$ cat src/include/light_prox_pkg.sv
// package for the light and proximity sensor register block
// assumes one 100 MHz clock and a synchronous active-high reset
package light_prox_pkg;
  // register offsets (byte pointer values)
  localparam logic [7:0] ADDR_IRQ_FLAGS = 8'h00;
  localparam logic [7:0] ADDR_MAIN_CONFIG = 8'h01;
  localparam logic [7:0] ADDR_RECEIVE_CONFIG = 8'h02;
  localparam logic [7:0] ADDR_LED_DRIVE = 8'h03;
  localparam logic [7:0] ADDR_AMB_HIGH = 8'h04;
  localparam logic [7:0] ADDR_AMB_LOW = 8'h05;
  localparam logic [7:0] ADDR_UPPER_HIGH = 8'h06;
  localparam logic [7:0] ADDR_UPPER_LOW = 8'h07;
  localparam logic [7:0] ADDR_LOWER_HIGH = 8'h08;
  localparam logic [7:0] ADDR_LOWER_LOW = 8'h09;
  localparam logic [7:0] ADDR_PERSIST = 8'h0a;
  localparam logic [7:0] ADDR_TRIM_GREEN = 8'h0f;
  localparam logic [7:0] ADDR_TRIM_IR = 8'h10;
  localparam logic [7:0] ADDR_PROX_RESULT = 8'h16;
  // reset values
  localparam logic [7:0] RST_IRQ_FLAGS = 8'h04;
  localparam logic [7:0] RST_MAIN_CONFIG = 8'h24;
  localparam logic [7:0] RST_ZERO = 8'h00;
  localparam logic [7:0] RST_TRIM = 8'h80;
  // field positions
  localparam int BIT_AMB_IRQ = 0;
  localparam int BIT_PROX_IRQ = 1;
  localparam int BIT_POWER_UP = 2;
  localparam int MODE_LSB = 2;
  localparam int BIT_TRIM_EN = 5;
  localparam int LIMIT_HIGH_BITS = 6;
  localparam int OVF_BIT = 6;
  localparam logic [7:0] MASK_LOW6 = 8'h3f;
  localparam logic [7:0] MASK_LOW4 = 8'h0f;
  // ambient output selections of the mode field
  localparam logic [2:0] MODE_GREEN_ONLY = 3'h1;
  localparam logic [2:0] MODE_IR_ONLY = 3'h2;
  // led drive: 10 mA per code step, 110 mA ceiling
  localparam int LED_STEP_MA = 10;
  localparam int LED_MAX_MA = 110;
  localparam logic [3:0] LED_MAX_CODE = 4'(LED_MAX_MA / LED_STEP_MA);
  // 14-bit result ceiling
  localparam logic [13:0] AMB_FULL = 14'h3fff;
  // i2c bus signals after synchronisation
  typedef struct packed {
    logic scl;
    logic sda;
  } i2c_pins_t;
  // raw converter samples from the analog front end
  typedef struct packed {
    logic amb_valid;  // ambient conversion done
    logic [13:0] green;  // green channel count
    logic [13:0] ir;  // infrared channel count
    logic prox_valid;  // proximity conversion done
    logic [7:0] prox;  // proximity count
  } adc_raw_t;
  // register-side access strobes from the i2c target
  typedef struct packed {
    logic wr;  // one-cycle write strobe
    logic rd;  // one-cycle read strobe (byte taken)
    logic [7:0] addr;  // register pointer
    logic [7:0] wdata;  // write byte
  } reg_req_t;
endpackage

$ cat src/core/light_prox_sensor_regs.sv
// register map, interrupt flags and led pulse control of the sensor
// assumes an analog front end feeding raw counts and bus pins synced to clk
`timescale 1ns/10ps
`default_nettype none
// Operation
// - ambient result in two read-only bytes
// - ambient in difference mode equals gained green minus gained ir
// - mode selects green, ir or difference
// - proximity eight-bit result in read-only register
// - rejection sampling synced to each led pulse
// - four-bit drive code, 10 mA steps
// - status register read-only, resets 0x04
// - main config read/write, resets 0x24
// - receive config time and gain, reset zero
// - upper limit fourteen bits, two bytes
// - lower limit fourteen bits, two bytes
// - host gain trims applied to channels
// - interrupt pin low while flags set; power-up flag counts only when REV_ONE is 0
// - status read clears; disable forces zero
// - ambient flag on persistent excursion or overflow
module light_prox_sensor_regs #(
  parameter logic [6:0] DEV_ADDR = 7'h4a,  // arbitrary bus address
  parameter logic REV_ONE = 1'b0  // first revision: power-up flag ignored on pin
) (
  input wire logic clk,  // 100 MHz clock
  input wire logic sys_rst,  // sync reset, high
  input wire light_prox_pkg::i2c_pins_t pins,  // scl/sda levels
  output logic sda_oe_n,  // low pulls sda low
  output logic irq_n,  // interrupt pin, active low
  input wire light_prox_pkg::adc_raw_t adc,  // front-end samples
  output logic led_pulse,  // led pulse request
  output logic [3:0] led_current_code,  // led amplitude code
  output logic rejection_sample  // ambient rejection strobe
);
  typedef struct packed {
    logic [2:0] flags;  // power-up, proximity, ambient
    logic [7:0] main_cfg;
    logic [7:0] rx_cfg;
    logic [3:0] drive;
    logic [13:0] amb;
    logic amb_ofl;
    logic [13:0] up_lim;
    logic [13:0] lo_lim;
    logic [7:0] persist;
    logic [7:0] trim_g;
    logic [7:0] trim_i;
    logic [7:0] prox;
    logic [2:0] out_cnt;  // consecutive out-of-window results
    logic irq_n;
    logic pulse;
    logic rej;
    logic sda_oe_n;
  } st_t;
  st_t cur_ff, nxt_st;
  light_prox_pkg::reg_req_t req;
  logic bus_oe_n;
  logic [7:0] rdata;
  logic calc_v, calc_ofl, outside;
  logic [13:0] calc_res;
  logic [2:0] pst_need;
  // i2c target with pointer, handled inside
  i2c_target #(.DEV_ADDR(DEV_ADDR)) u_bus (
    .clk(clk),
    .sys_rst(sys_rst),
    .pins(pins),
    .rdata(rdata),
    .req(req),
    .sda_oe_n(bus_oe_n)
  );
  // ambient arithmetic
  ambient_calc u_calc (
    .clk(clk),
    .sys_rst(sys_rst),
    .valid_in(adc.amb_valid),
    .green(adc.green),
    .ir(adc.ir),
    .trim_green(cur_ff.trim_g),
    .trim_ir(cur_ff.trim_i),
    .trim_en(cur_ff.main_cfg[light_prox_pkg::BIT_TRIM_EN]),
    .gain_sel(cur_ff.rx_cfg[1:0]),
    .mode(cur_ff.main_cfg[light_prox_pkg::MODE_LSB +: 3]),
    .valid_out(calc_v),
    .result(calc_res),
    .overflow(calc_ofl)
  );
  // read mux decoded from the pointer
  function automatic logic [7:0] read_byte(input st_t s, input logic [7:0] a);
    case (a)
      light_prox_pkg::ADDR_IRQ_FLAGS: read_byte = {5'h0, s.flags};
      light_prox_pkg::ADDR_MAIN_CONFIG: read_byte = s.main_cfg;
      light_prox_pkg::ADDR_RECEIVE_CONFIG: read_byte = s.rx_cfg;
      light_prox_pkg::ADDR_LED_DRIVE: read_byte = {4'h0, s.drive};
      light_prox_pkg::ADDR_AMB_HIGH: read_byte = {1'b0, s.amb_ofl, s.amb[13:8]};
      light_prox_pkg::ADDR_AMB_LOW: read_byte = s.amb[7:0];
      light_prox_pkg::ADDR_UPPER_HIGH: read_byte = {2'h0, s.up_lim[13:8]};
      light_prox_pkg::ADDR_UPPER_LOW: read_byte = s.up_lim[7:0];
      light_prox_pkg::ADDR_LOWER_HIGH: read_byte = {2'h0, s.lo_lim[13:8]};
      light_prox_pkg::ADDR_LOWER_LOW: read_byte = s.lo_lim[7:0];
      light_prox_pkg::ADDR_PERSIST: read_byte = s.persist;
      light_prox_pkg::ADDR_TRIM_GREEN: read_byte = s.trim_g;
      light_prox_pkg::ADDR_TRIM_IR: read_byte = s.trim_i;
      light_prox_pkg::ADDR_PROX_RESULT: read_byte = s.prox;
      default: read_byte = 8'h00;  // unmapped reads as zero
    endcase
  endfunction
  // persist count to consecutive out-of-window results needed: 1, 4, 6 or 8
  always_comb begin
    case (cur_ff.persist[1:0])
      2'h0: pst_need = 3'h0;
      2'h1: pst_need = 3'h3;
      2'h2: pst_need = 3'h5;
      default: pst_need = 3'h7;
    endcase
    rdata = read_byte(cur_ff, req.addr);
    outside = (calc_res > cur_ff.up_lim) | (calc_res < cur_ff.lo_lim);
  end
  // register, flag and led sequencing
  always_comb begin
    nxt_st = cur_ff;
    nxt_st.pulse = 1'b0;
    nxt_st.rej = 1'b0;
    nxt_st.sda_oe_n = bus_oe_n;
    if (req.wr) begin  // host writes; read-only addresses ignored
      case (req.addr)
        light_prox_pkg::ADDR_MAIN_CONFIG: nxt_st.main_cfg = req.wdata;
        light_prox_pkg::ADDR_RECEIVE_CONFIG: nxt_st.rx_cfg = req.wdata & light_prox_pkg::MASK_LOW4;
        light_prox_pkg::ADDR_LED_DRIVE: begin
          nxt_st.drive = (req.wdata[3:0] > light_prox_pkg::LED_MAX_CODE) ?
                         light_prox_pkg::LED_MAX_CODE : req.wdata[3:0];
        end
        light_prox_pkg::ADDR_UPPER_HIGH: nxt_st.up_lim[13:8] = req.wdata[5:0];
        light_prox_pkg::ADDR_UPPER_LOW: nxt_st.up_lim[7:0] = req.wdata;
        light_prox_pkg::ADDR_LOWER_HIGH: nxt_st.lo_lim[13:8] = req.wdata[5:0];
        light_prox_pkg::ADDR_LOWER_LOW: nxt_st.lo_lim[7:0] = req.wdata;
        light_prox_pkg::ADDR_PERSIST: nxt_st.persist = req.wdata;
        light_prox_pkg::ADDR_TRIM_GREEN: nxt_st.trim_g = req.wdata;
        light_prox_pkg::ADDR_TRIM_IR: nxt_st.trim_i = req.wdata;
        default: ;
      endcase
    end
    // status read clears all flags; events below still win
    if (req.rd && req.addr == light_prox_pkg::ADDR_IRQ_FLAGS) begin
      nxt_st.flags = 3'h0;
    end
    if (calc_v) begin  // new ambient result
      nxt_st.amb = calc_res;
      nxt_st.amb_ofl = calc_ofl;
      nxt_st.out_cnt = outside ? ((cur_ff.out_cnt == pst_need) ? cur_ff.out_cnt
                                  : cur_ff.out_cnt + 3'h1) : 3'h0;
      if ((outside && cur_ff.out_cnt == pst_need) || calc_ofl) begin
        nxt_st.flags[light_prox_pkg::BIT_AMB_IRQ] = 1'b1;
      end
    end
    if (adc.prox_valid) begin
      nxt_st.prox = adc.prox;
      nxt_st.pulse = cur_ff.drive != 4'h0;  // one pulse per conversion, none while the drive code is zero
      nxt_st.rej = 1'b1;
      if (cur_ff.main_cfg[light_prox_pkg::BIT_PROX_IRQ] && adc.prox != 8'h00) begin
        nxt_st.flags[light_prox_pkg::BIT_PROX_IRQ] = 1'b1;
      end
    end
    // disabled enables hold their flags at zero
    if (!nxt_st.main_cfg[light_prox_pkg::BIT_AMB_IRQ]) nxt_st.flags[light_prox_pkg::BIT_AMB_IRQ] = 1'b0;
    if (!nxt_st.main_cfg[light_prox_pkg::BIT_PROX_IRQ]) nxt_st.flags[light_prox_pkg::BIT_PROX_IRQ] = 1'b0;
    nxt_st.irq_n = ~(|nxt_st.flags[1:0] | (nxt_st.flags[light_prox_pkg::BIT_POWER_UP] & ~REV_ONE));
  end
  // state register with documented reset values
  always_ff @(posedge clk) begin
    if (sys_rst) begin
      cur_ff <= '0;
      cur_ff.flags <= light_prox_pkg::RST_IRQ_FLAGS[2:0];
      cur_ff.main_cfg <= light_prox_pkg::RST_MAIN_CONFIG;
      cur_ff.rx_cfg <= light_prox_pkg::RST_ZERO;
      cur_ff.trim_g <= light_prox_pkg::RST_TRIM;
      cur_ff.trim_i <= light_prox_pkg::RST_TRIM;
      cur_ff.irq_n <= REV_ONE;
      cur_ff.sda_oe_n <= 1'b1;
    end else begin
      cur_ff <= nxt_st;
    end
  end
  assign sda_oe_n = cur_ff.sda_oe_n;
  assign irq_n = cur_ff.irq_n;
  assign led_pulse = cur_ff.pulse;
  assign led_current_code = cur_ff.drive;
  assign rejection_sample = cur_ff.rej;
endmodule // light_prox_sensor_regs
`default_nettype wire

$ cat src/core/i2c_target.sv
// i2c target: pointer byte then data bytes, auto increment
// assumes scl/sda synchronous to clk; 7-bit address is a parameter
`timescale 1ns/10ps
`default_nettype none
module i2c_target #(
  parameter logic [6:0] DEV_ADDR = 7'h4a  // arbitrary bus address
) (
  input wire logic clk,  // system clock
  input wire logic sys_rst,  // sync reset
  input wire light_prox_pkg::i2c_pins_t pins,  // bus levels
  input wire logic [7:0] rdata,  // byte at pointer
  output light_prox_pkg::reg_req_t req,  // register access
  output logic sda_oe_n  // low pulls sda low
);
  typedef enum logic [3:0] {
    S_IDLE = 4'b0001, S_SHIFT = 4'b0010, S_ACK = 4'b0100, S_SEND = 4'b1000
  } phase_t;
  typedef struct packed {
    phase_t ph;
    logic scl;
    logic sda;
    logic [3:0] cnt;
    logic [7:0] sh;
    logic rnw;
    logic [1:0] byte_no;
    logic [7:0] ptr;
    logic drive_low;
    logic wr;
    logic rd;
    logic [7:0] wdata;
  } st_t;
  st_t cur_ff, nxt_st;
  logic rise, fall, start, stop;
  // edge and condition detection on the synchronised bus
  always_comb begin
    rise = pins.scl & ~cur_ff.scl;
    fall = ~pins.scl & cur_ff.scl;
    start = pins.scl & cur_ff.scl & cur_ff.sda & ~pins.sda;
    stop = pins.scl & cur_ff.scl & ~cur_ff.sda & pins.sda;
  end
  // protocol sequencer
  always_comb begin
    nxt_st = cur_ff;
    nxt_st.scl = pins.scl;
    nxt_st.sda = pins.sda;
    nxt_st.wr = 1'b0;
    nxt_st.rd = 1'b0;
    if (start) begin  // (re)start: fresh address byte
      nxt_st.ph = S_SHIFT;
      nxt_st.cnt = 4'h0;
      nxt_st.byte_no = 2'h0;
      nxt_st.drive_low = 1'b0;
    end else if (stop) begin
      nxt_st.ph = S_IDLE;
      nxt_st.drive_low = 1'b0;
    end else begin
      case (cur_ff.ph)
        S_IDLE: nxt_st.drive_low = 1'b0;
        S_SHIFT: begin
          if (rise) begin
            nxt_st.sh = {cur_ff.sh[6:0], pins.sda};
            nxt_st.cnt = cur_ff.cnt + 4'h1;
          end
          if (fall && cur_ff.cnt == 4'h8) begin  // byte complete
            nxt_st.cnt = 4'h0;
            if (cur_ff.byte_no == 2'h0) begin
              nxt_st.rnw = cur_ff.sh[0];
              if (cur_ff.sh[7:1] == DEV_ADDR) begin
                nxt_st.ph = S_ACK;
                nxt_st.drive_low = 1'b1;
              end else begin
                nxt_st.ph = S_IDLE;
              end
            end else begin
              nxt_st.ph = S_ACK;
              nxt_st.drive_low = 1'b1;
              if (cur_ff.byte_no == 2'h1) begin
                nxt_st.ptr = cur_ff.sh;
              end else begin
                nxt_st.wr = 1'b1;  // data byte to register
                nxt_st.wdata = cur_ff.sh;
              end
            end
          end
        end
        S_ACK: begin
          if (fall) begin
            if (cur_ff.byte_no == 2'h2) begin
              nxt_st.ptr = cur_ff.ptr + 8'h01;  // advance after write
            end
            if (cur_ff.byte_no != 2'h2) begin
              nxt_st.byte_no = cur_ff.byte_no + 2'h1;
            end
            if (cur_ff.rnw) begin  // read: present byte at pointer
              nxt_st.ph = S_SEND;
              nxt_st.sh = rdata;
              nxt_st.rd = 1'b1;
              nxt_st.drive_low = ~rdata[7];
              nxt_st.cnt = 4'h1;
            end else begin
              nxt_st.ph = S_SHIFT;
              nxt_st.drive_low = 1'b0;
            end
          end
        end
        S_SEND: begin
          if (fall) begin
            if (cur_ff.cnt == 4'h8) begin  // release for master ack
              nxt_st.drive_low = 1'b0;
              nxt_st.cnt = 4'h9;
              nxt_st.ptr = cur_ff.ptr + 8'h01;
            end else if (cur_ff.cnt == 4'h9) begin
              nxt_st.sh = rdata;
              nxt_st.rd = 1'b1;
              nxt_st.drive_low = ~rdata[7];
              nxt_st.cnt = 4'h1;
            end else begin
              nxt_st.drive_low = ~cur_ff.sh[3'(7 - cur_ff.cnt)];
              nxt_st.cnt = cur_ff.cnt + 4'h1;
            end
          end
          if (rise && cur_ff.cnt == 4'h9 && pins.sda) begin
            nxt_st.ph = S_IDLE;  // master nack ends the read
          end
        end
        default: nxt_st.ph = S_IDLE;
      endcase
    end
  end
  // state register
  always_ff @(posedge clk) begin
    if (sys_rst) begin
      cur_ff <= '{ph: S_IDLE, scl: 1'b1, sda: 1'b1, default: '0};
    end else begin
      cur_ff <= nxt_st;
    end
  end
  assign req = '{wr: cur_ff.wr, rd: cur_ff.rd, addr: cur_ff.ptr, wdata: cur_ff.wdata};
  assign sda_oe_n = ~cur_ff.drive_low;
endmodule // i2c_target
`default_nettype wire

$ cat src/core/ambient_calc.sv
// ambient arithmetic: trimmed, gained green, ir or green minus ir by mode, 14-bit clamp
// assumes raw counts valid in the cycle of amb_valid
`timescale 1ns/10ps
`default_nettype none
module ambient_calc (
  input wire logic clk,  // system clock
  input wire logic sys_rst,  // sync reset
  input wire logic valid_in,  // raw sample strobe
  input wire logic [13:0] green,  // green count
  input wire logic [13:0] ir,  // ir count
  input wire logic [7:0] trim_green,  // green trim, 0x80 unity
  input wire logic [7:0] trim_ir,  // ir trim, 0x80 unity
  input wire logic trim_en,  // apply trims
  input wire logic [1:0] gain_sel,  // gain shift
  input wire logic [2:0] mode,  // output selection
  output logic valid_out,  // result strobe
  output logic [13:0] result,  // clamped result
  output logic overflow  // result clamped
);
  typedef struct packed {
    logic v;
    logic [13:0] res;
    logic ambient_overflow_flag;
  } st_t;
  st_t cur_ff, nxt_st;
  logic [24:0] g_sc, i_sc, pick;
  // trim scale and gain shift of one channel
  function automatic logic [24:0] scale(input logic [13:0] c, input logic [7:0] t,
                                        input logic en, input logic [1:0] g);
    logic [21:0] p;
    p = en ? (22'(c) * 22'(t)) : {1'b0, c, 7'h00};
    scale = 25'({p, 3'h0} >> (4'h3 - {2'h0, g}) >> 7);
  endfunction
  // channel selection and subtraction, clamped
  always_comb begin
    g_sc = scale(green, trim_green, trim_en, gain_sel);
    i_sc = scale(ir, trim_ir, trim_en, gain_sel);
    case (mode)
      light_prox_pkg::MODE_GREEN_ONLY: pick = g_sc;
      light_prox_pkg::MODE_IR_ONLY: pick = i_sc;
      default: pick = (g_sc > i_sc) ? g_sc - i_sc : 25'h0;
    endcase
    nxt_st = cur_ff;
    nxt_st.v = valid_in;
    if (valid_in) begin
      nxt_st.ambient_overflow_flag = pick > 25'(light_prox_pkg::AMB_FULL);
      nxt_st.res = nxt_st.ambient_overflow_flag ? light_prox_pkg::AMB_FULL : pick[13:0];
    end
  end
  // result register
  always_ff @(posedge clk) begin
    if (sys_rst) begin
      cur_ff <= '0;
    end else begin
      cur_ff <= nxt_st;
    end
  end
  assign valid_out = cur_ff.v;
  assign result = cur_ff.res;
  assign overflow = cur_ff.ambient_overflow_flag;
endmodule // ambient_calc
`default_nettype wire

$ cat config.mk
export PLATFORM = sky130hd
export DESIGN_NAME = light_prox_sensor_regs
export DESIGN_NICKNAME = d
export VERILOG_FILES = /design/src/include/light_prox_pkg.sv /design/src/core/light_prox_sensor_regs.sv /design/src/core/i2c_target.sv /design/src/core/ambient_calc.sv
export SDC_FILE = /design/constraint.sdc
export NUM_CORES = 1
export LEC_CHECK = 0
export ABC_CLOCK_PERIOD_IN_PS = 10400
export BUFFER_PORTS_ARGS = -buffer_cell sky130_fd_sc_hd__buf_4
export CAP_MARGIN = 20
export CORE_ASPECT_RATIO = 0.5
export CORE_MARGIN = 4
export CORE_UTILIZATION = 40
export CTS_CLUSTER_SIZE = 10
export DETAILED_ROUTE_END_ITERATION = 7
export GPL_TIMING_DRIVEN = 0
export HOLD_SLACK_MARGIN = 0.15
export PLACE_DENSITY = 0.58
export SETUP_SLACK_MARGIN = 0.3
export SLEW_MARGIN = 30
export SYNTH_ARGS = -nofsm -noshare
export SYNTH_HDL_FRONTEND = slang
export SYNTH_SLANG_ARGS = --single-unit
export TNS_END_PERCENT = 100
$ cat constraint.sdc
create_clock -name clk -period 10.4 [get_ports clk]
set_input_delay 1.04 -clock clk [delete_from_list [all_inputs] [get_ports clk]]
set_output_delay 1.04 -clock clk [all_outputs]
set_load 0.01 [all_outputs]
==> flow_summary.json <==
{
  "synth_seq_cells": 157,
  "grt_overflow": 0,
  "ys_warn_count": 0,
  "rsz0062_at_grt": "false",
  "synthMuxAreaShare_pct": 4.857,
  "cts_tree": "yes",
  "hold_path_class": "reg -> reg",
  "cts_root_buf": "clkbuf_16",
  "cp_num_buf_inv": 5,
  "postCtsHoldBufs": 0,
  "firstDrtPassIters": 6,
  "ff2ff_setup_slack_ns": 1.53,
  "r2r_start": "cur_ff[28]$_SDFFE_PP0P_",
  "worstReg2RegEnd": "u_calc.result[3]$_SDFFE_PP0P_",
  "wl_um": 57910,
  "synth_area_per_cell_um2": 8.110,
  "synth_compound_area_share_pct": 20.22,
  "syn-num-nets": 2538,
  "die_w_um": 307.8,
  "cpPeakStageDelay_ns": 0.55,
  "worst_path_most_repeated_cell": "fa_1",
  "endpoint_kind": "flop",
  "worstPathArrival_ns": 9.15,
  "ys_top_cells_by_area": "dfxtp_1, fa_1, ha_1",
  "yosysMostFrequentCell": "inv_1",
  "synth_simple_gate_area_share_pct": 22.47,
  "setup_viol": 0,
  "relSlewSlack_pct": 38.95,
  "cts_buffers": 17,
  "p_switching_mw": 0.4661,
  "required_ns": 10.68,
  "finalSetupTns_ns": 0,
  "worstMarginPinSlew_ns": 0.9157,
  "crit_path_end": "u_calc.result[3]$_SDFFE_PP0P_",
  "p_per_area_mw_per_mm2": 80.38,
  "final_antenna_net_count": 0,
  "internal_power_mw": 1.113,
  "synth_top_area_share_pct": 17.48,
  "instances_no_fill": 2879,
  "outcome": "complete, no violations",
  "power.leakage_nw": 8.272,
  "post_synth_num_cell_types": 96,
  "power_mw": 1.579,
  "finalCriticalPeriod_ns": 8.871,
  "path_class": "reg -> reg",
  "detail_route.iter0.violations": 1356,
  "synth_common_cells": "inv_1, nand2_1, and2_1",
  "grt_max_degree": 17,
  "cp_slowest_cell": "fa_1",
  "ys_seq_area_share_pct": 17.48,
  "synthAdderAreaFrac_pct": 25.47,
  "place_hpwl_um": 46200,
  "rr_worst_depth": 30,
  "synth_cells": 2217,
  "post_cts_buffers": 0,
  "finalWorstSetupSlack_ns": 1.529,
  "core_mm2": 0.04398,
  "num_vias": 16591,
  "drive_gt1_share_pct": 7.333,
  "startpoint": "cur_ff[28]$_SDFFE_PP0P_",
  "p_comb_share_pct": 18.5,
  "finalCritPeriodShare_pct": 85.30,
  "die_area_mm2": 0.04861,
  "synth_flop_cell": "dfxtp_1",
  "worst_clock_skew_ns": 0.009409,
  "p_clk_share_pct": 41.3,
  "path_max_fanout": 10,
  "cts.sinks": 157,
  "drv_slew": 0,
  "syn_to_final_growth_pct": 9.297,
  "grt_pass1_vias": 16199,
  "crit_family": "adder cells",
  "grtUsageTotal_pct": 24.05,
  "path_depth": 30,
  "hold_violations": 0,
  "yosys.area.top_type": "dfxtp_1",
  "dieHeight_um": 157.9,
  "diodes": 0,
  "syn_area_mm2": 0.01798,
  "cts_resized": 0,
  "swShare_pct": 29.51,
  "port_buffers": 42,
  "max-vdd-ir-drop_mv": 0.09504,
  "start_util_pct": 40.88,
  "place_ws_ns": 1.240,
  "synth_xor_area_share_pct": 1.997,
  "clockBufferDepth": 2,
  "synth_top_family_by_area": "adder cells",
  "clk_latency_ns": 0.43,
  "avgViaCountPerCell": 5.763,
  "detail_route.wl_per_cell_um": 20.11,
  "hold_slack_ns": 0.4146,
  "grt_pass1_wl_um": 92290,
  "antenna_found_initial": 2,
  "io_pins": 50,
  "dpl.cell_count": 2847,
  "cts.clk_slew.worst_paths_ns": 0.07,
  "maxCapViolCount": 0,
  "sequentialPowerShare_pct": 40.1,
  "htreeDepth": 4,
  "gp_congestion": 0.9806,
  "synth-edff-count": 0,
  "async_flop_share_pct": 0,
  "drcViolationCount": 0,
  "worst_setup_path_start_kind": "flop",
  "num_rows": 54,
  "max_freq_ghz": 0.1127,
  "nets": 2599
}
## metal layers
layer	up-vias	global-route usage, %	part of all wire (%)
met3	82	3.088	5.6
li1	7816	-	-
met4	0	5.838	2.2
met2	501	40.96	46
met5	-	0	0
met1	8192	32.74	46
## power by group through the flow
| stage | combinational [mW] | clock [mW] | sequential, mW |
|---|---|---|---|
| final | 0.293 | 0.653 | 0.634 |
| after global routing | 0.327 | 0.689 | 0.635 |
| after CTS | 0.291 | 0.660 | 0.633 |
| after detailed placement | 0.288 | 0 | 0.646 |
| after global placement | 0.286 | 0 | 0.646 |
| after floorplan | 0.203 | 0 | 0.638 |
## worst reg2reg max path: cells and delay by family (launching register included)
family | cells | cell delay [ns]
buf+inv | 5 | 0.93
flops | 1 | 0.49
fa+ha+maj | 6 | 2.73
xor+xnor | 1 | 0.13
mux | 2 | 0.62
compound gates | 10 | 2.01
simple gates | 6 | 1.80
## final cells by class
class	instances	area, um^2
Tap cell	588	735.7
Buffer	127	531.8
Clock buffer	19	442.9
Fill cell	4476	24330
Timing Repair Buffer	42	315.3
Inverter	218	818.3
Clock inverter	13	165.2
Sequential cell	157	3143
Multi-Input combinational cell	1715	13500
## registers in the layout, indices dropped and copies added, names as in the netlist
| name | cells |
|---|---|
| cur_ff | 93 |
| u_bus.cur_ff | 22 |
| u_bus.req | 18 |
| u_calc.result | 14 |
| led_current_code | 4 |
| irq_n | 1 |
| led_pulse | 1 |
| rejection_sample | 1 |
| sda_oe_n | 1 |
| u_calc.overflow | 1 |
| u_calc.valid_out | 1 |
## cell families after synthesis
logic type	Yosys count
AND/OR/NAND/NOR	794
AO/OA/AOI/OAI	518
buffers and inverters	345
adder cells (fa/ha/maj)	279
flip-flops	157
multiplexers	83
XOR/XNOR	41
## metrics by stage
stage / util (%) / cell area [um^2]
floorplan: - / 17980
global placement: 43.27 / 19030
detailed placement: 43.28 / 19040
CTS: 44.66 / 19650
global route: 44.68 / 19650
finish: 44.68 / 19650
## worst min-delay path by stage
stage                                             start                  end  slack [ns]  depth (start not counted)
final                     u_bus.cur_ff[10]$_SDFFE_PP0P_  sda_oe_n$_SDFF_PP1_        0.41                          1
after global routing      u_bus.cur_ff[10]$_SDFFE_PP0P_  sda_oe_n$_SDFF_PP1_        0.44                          1
after CTS                 u_bus.cur_ff[10]$_SDFFE_PP0P_  sda_oe_n$_SDFF_PP1_        0.42                          1
after detailed placement  u_bus.cur_ff[10]$_SDFFE_PP0P_  sda_oe_n$_SDFF_PP1_        0.39                          1
after global placement    u_bus.cur_ff[10]$_SDFFE_PP0P_  sda_oe_n$_SDFF_PP1_        0.40                          1
after floorplan           u_bus.cur_ff[10]$_SDFFE_PP0P_  sda_oe_n$_SDFF_PP1_        0.37                          1
## cells in the final DEF, fill, tap and decap left out, types with 19 or more instances in the layout
| master | count |
|---|---|
| nor2_1 | 150 |
| and2_1 | 189 |
| ha_1 | 134 |
| a21oi_1 | 176 |
| mux2i_1 | 67 |
| nand3_1 | 83 |
| nor3_1 | 28 |
| a21o_1 | 26 |
| buf_4 | 47 |
| fa_1 | 145 |
| o21ai_0 | 52 |
| inv_1 | 217 |
| nand2_1 | 209 |
| dfxtp_1 | 157 |
| clkbuf_1 | 96 |
| a22oi_1 | 19 |
| a211oi_1 | 21 |
| o21a_1 | 20 |
| nor2b_1 | 19 |
| a31oi_1 | 20 |
| xnor2_1 | 27 |
Note: power is estimated with default switching activity, not from simulation.
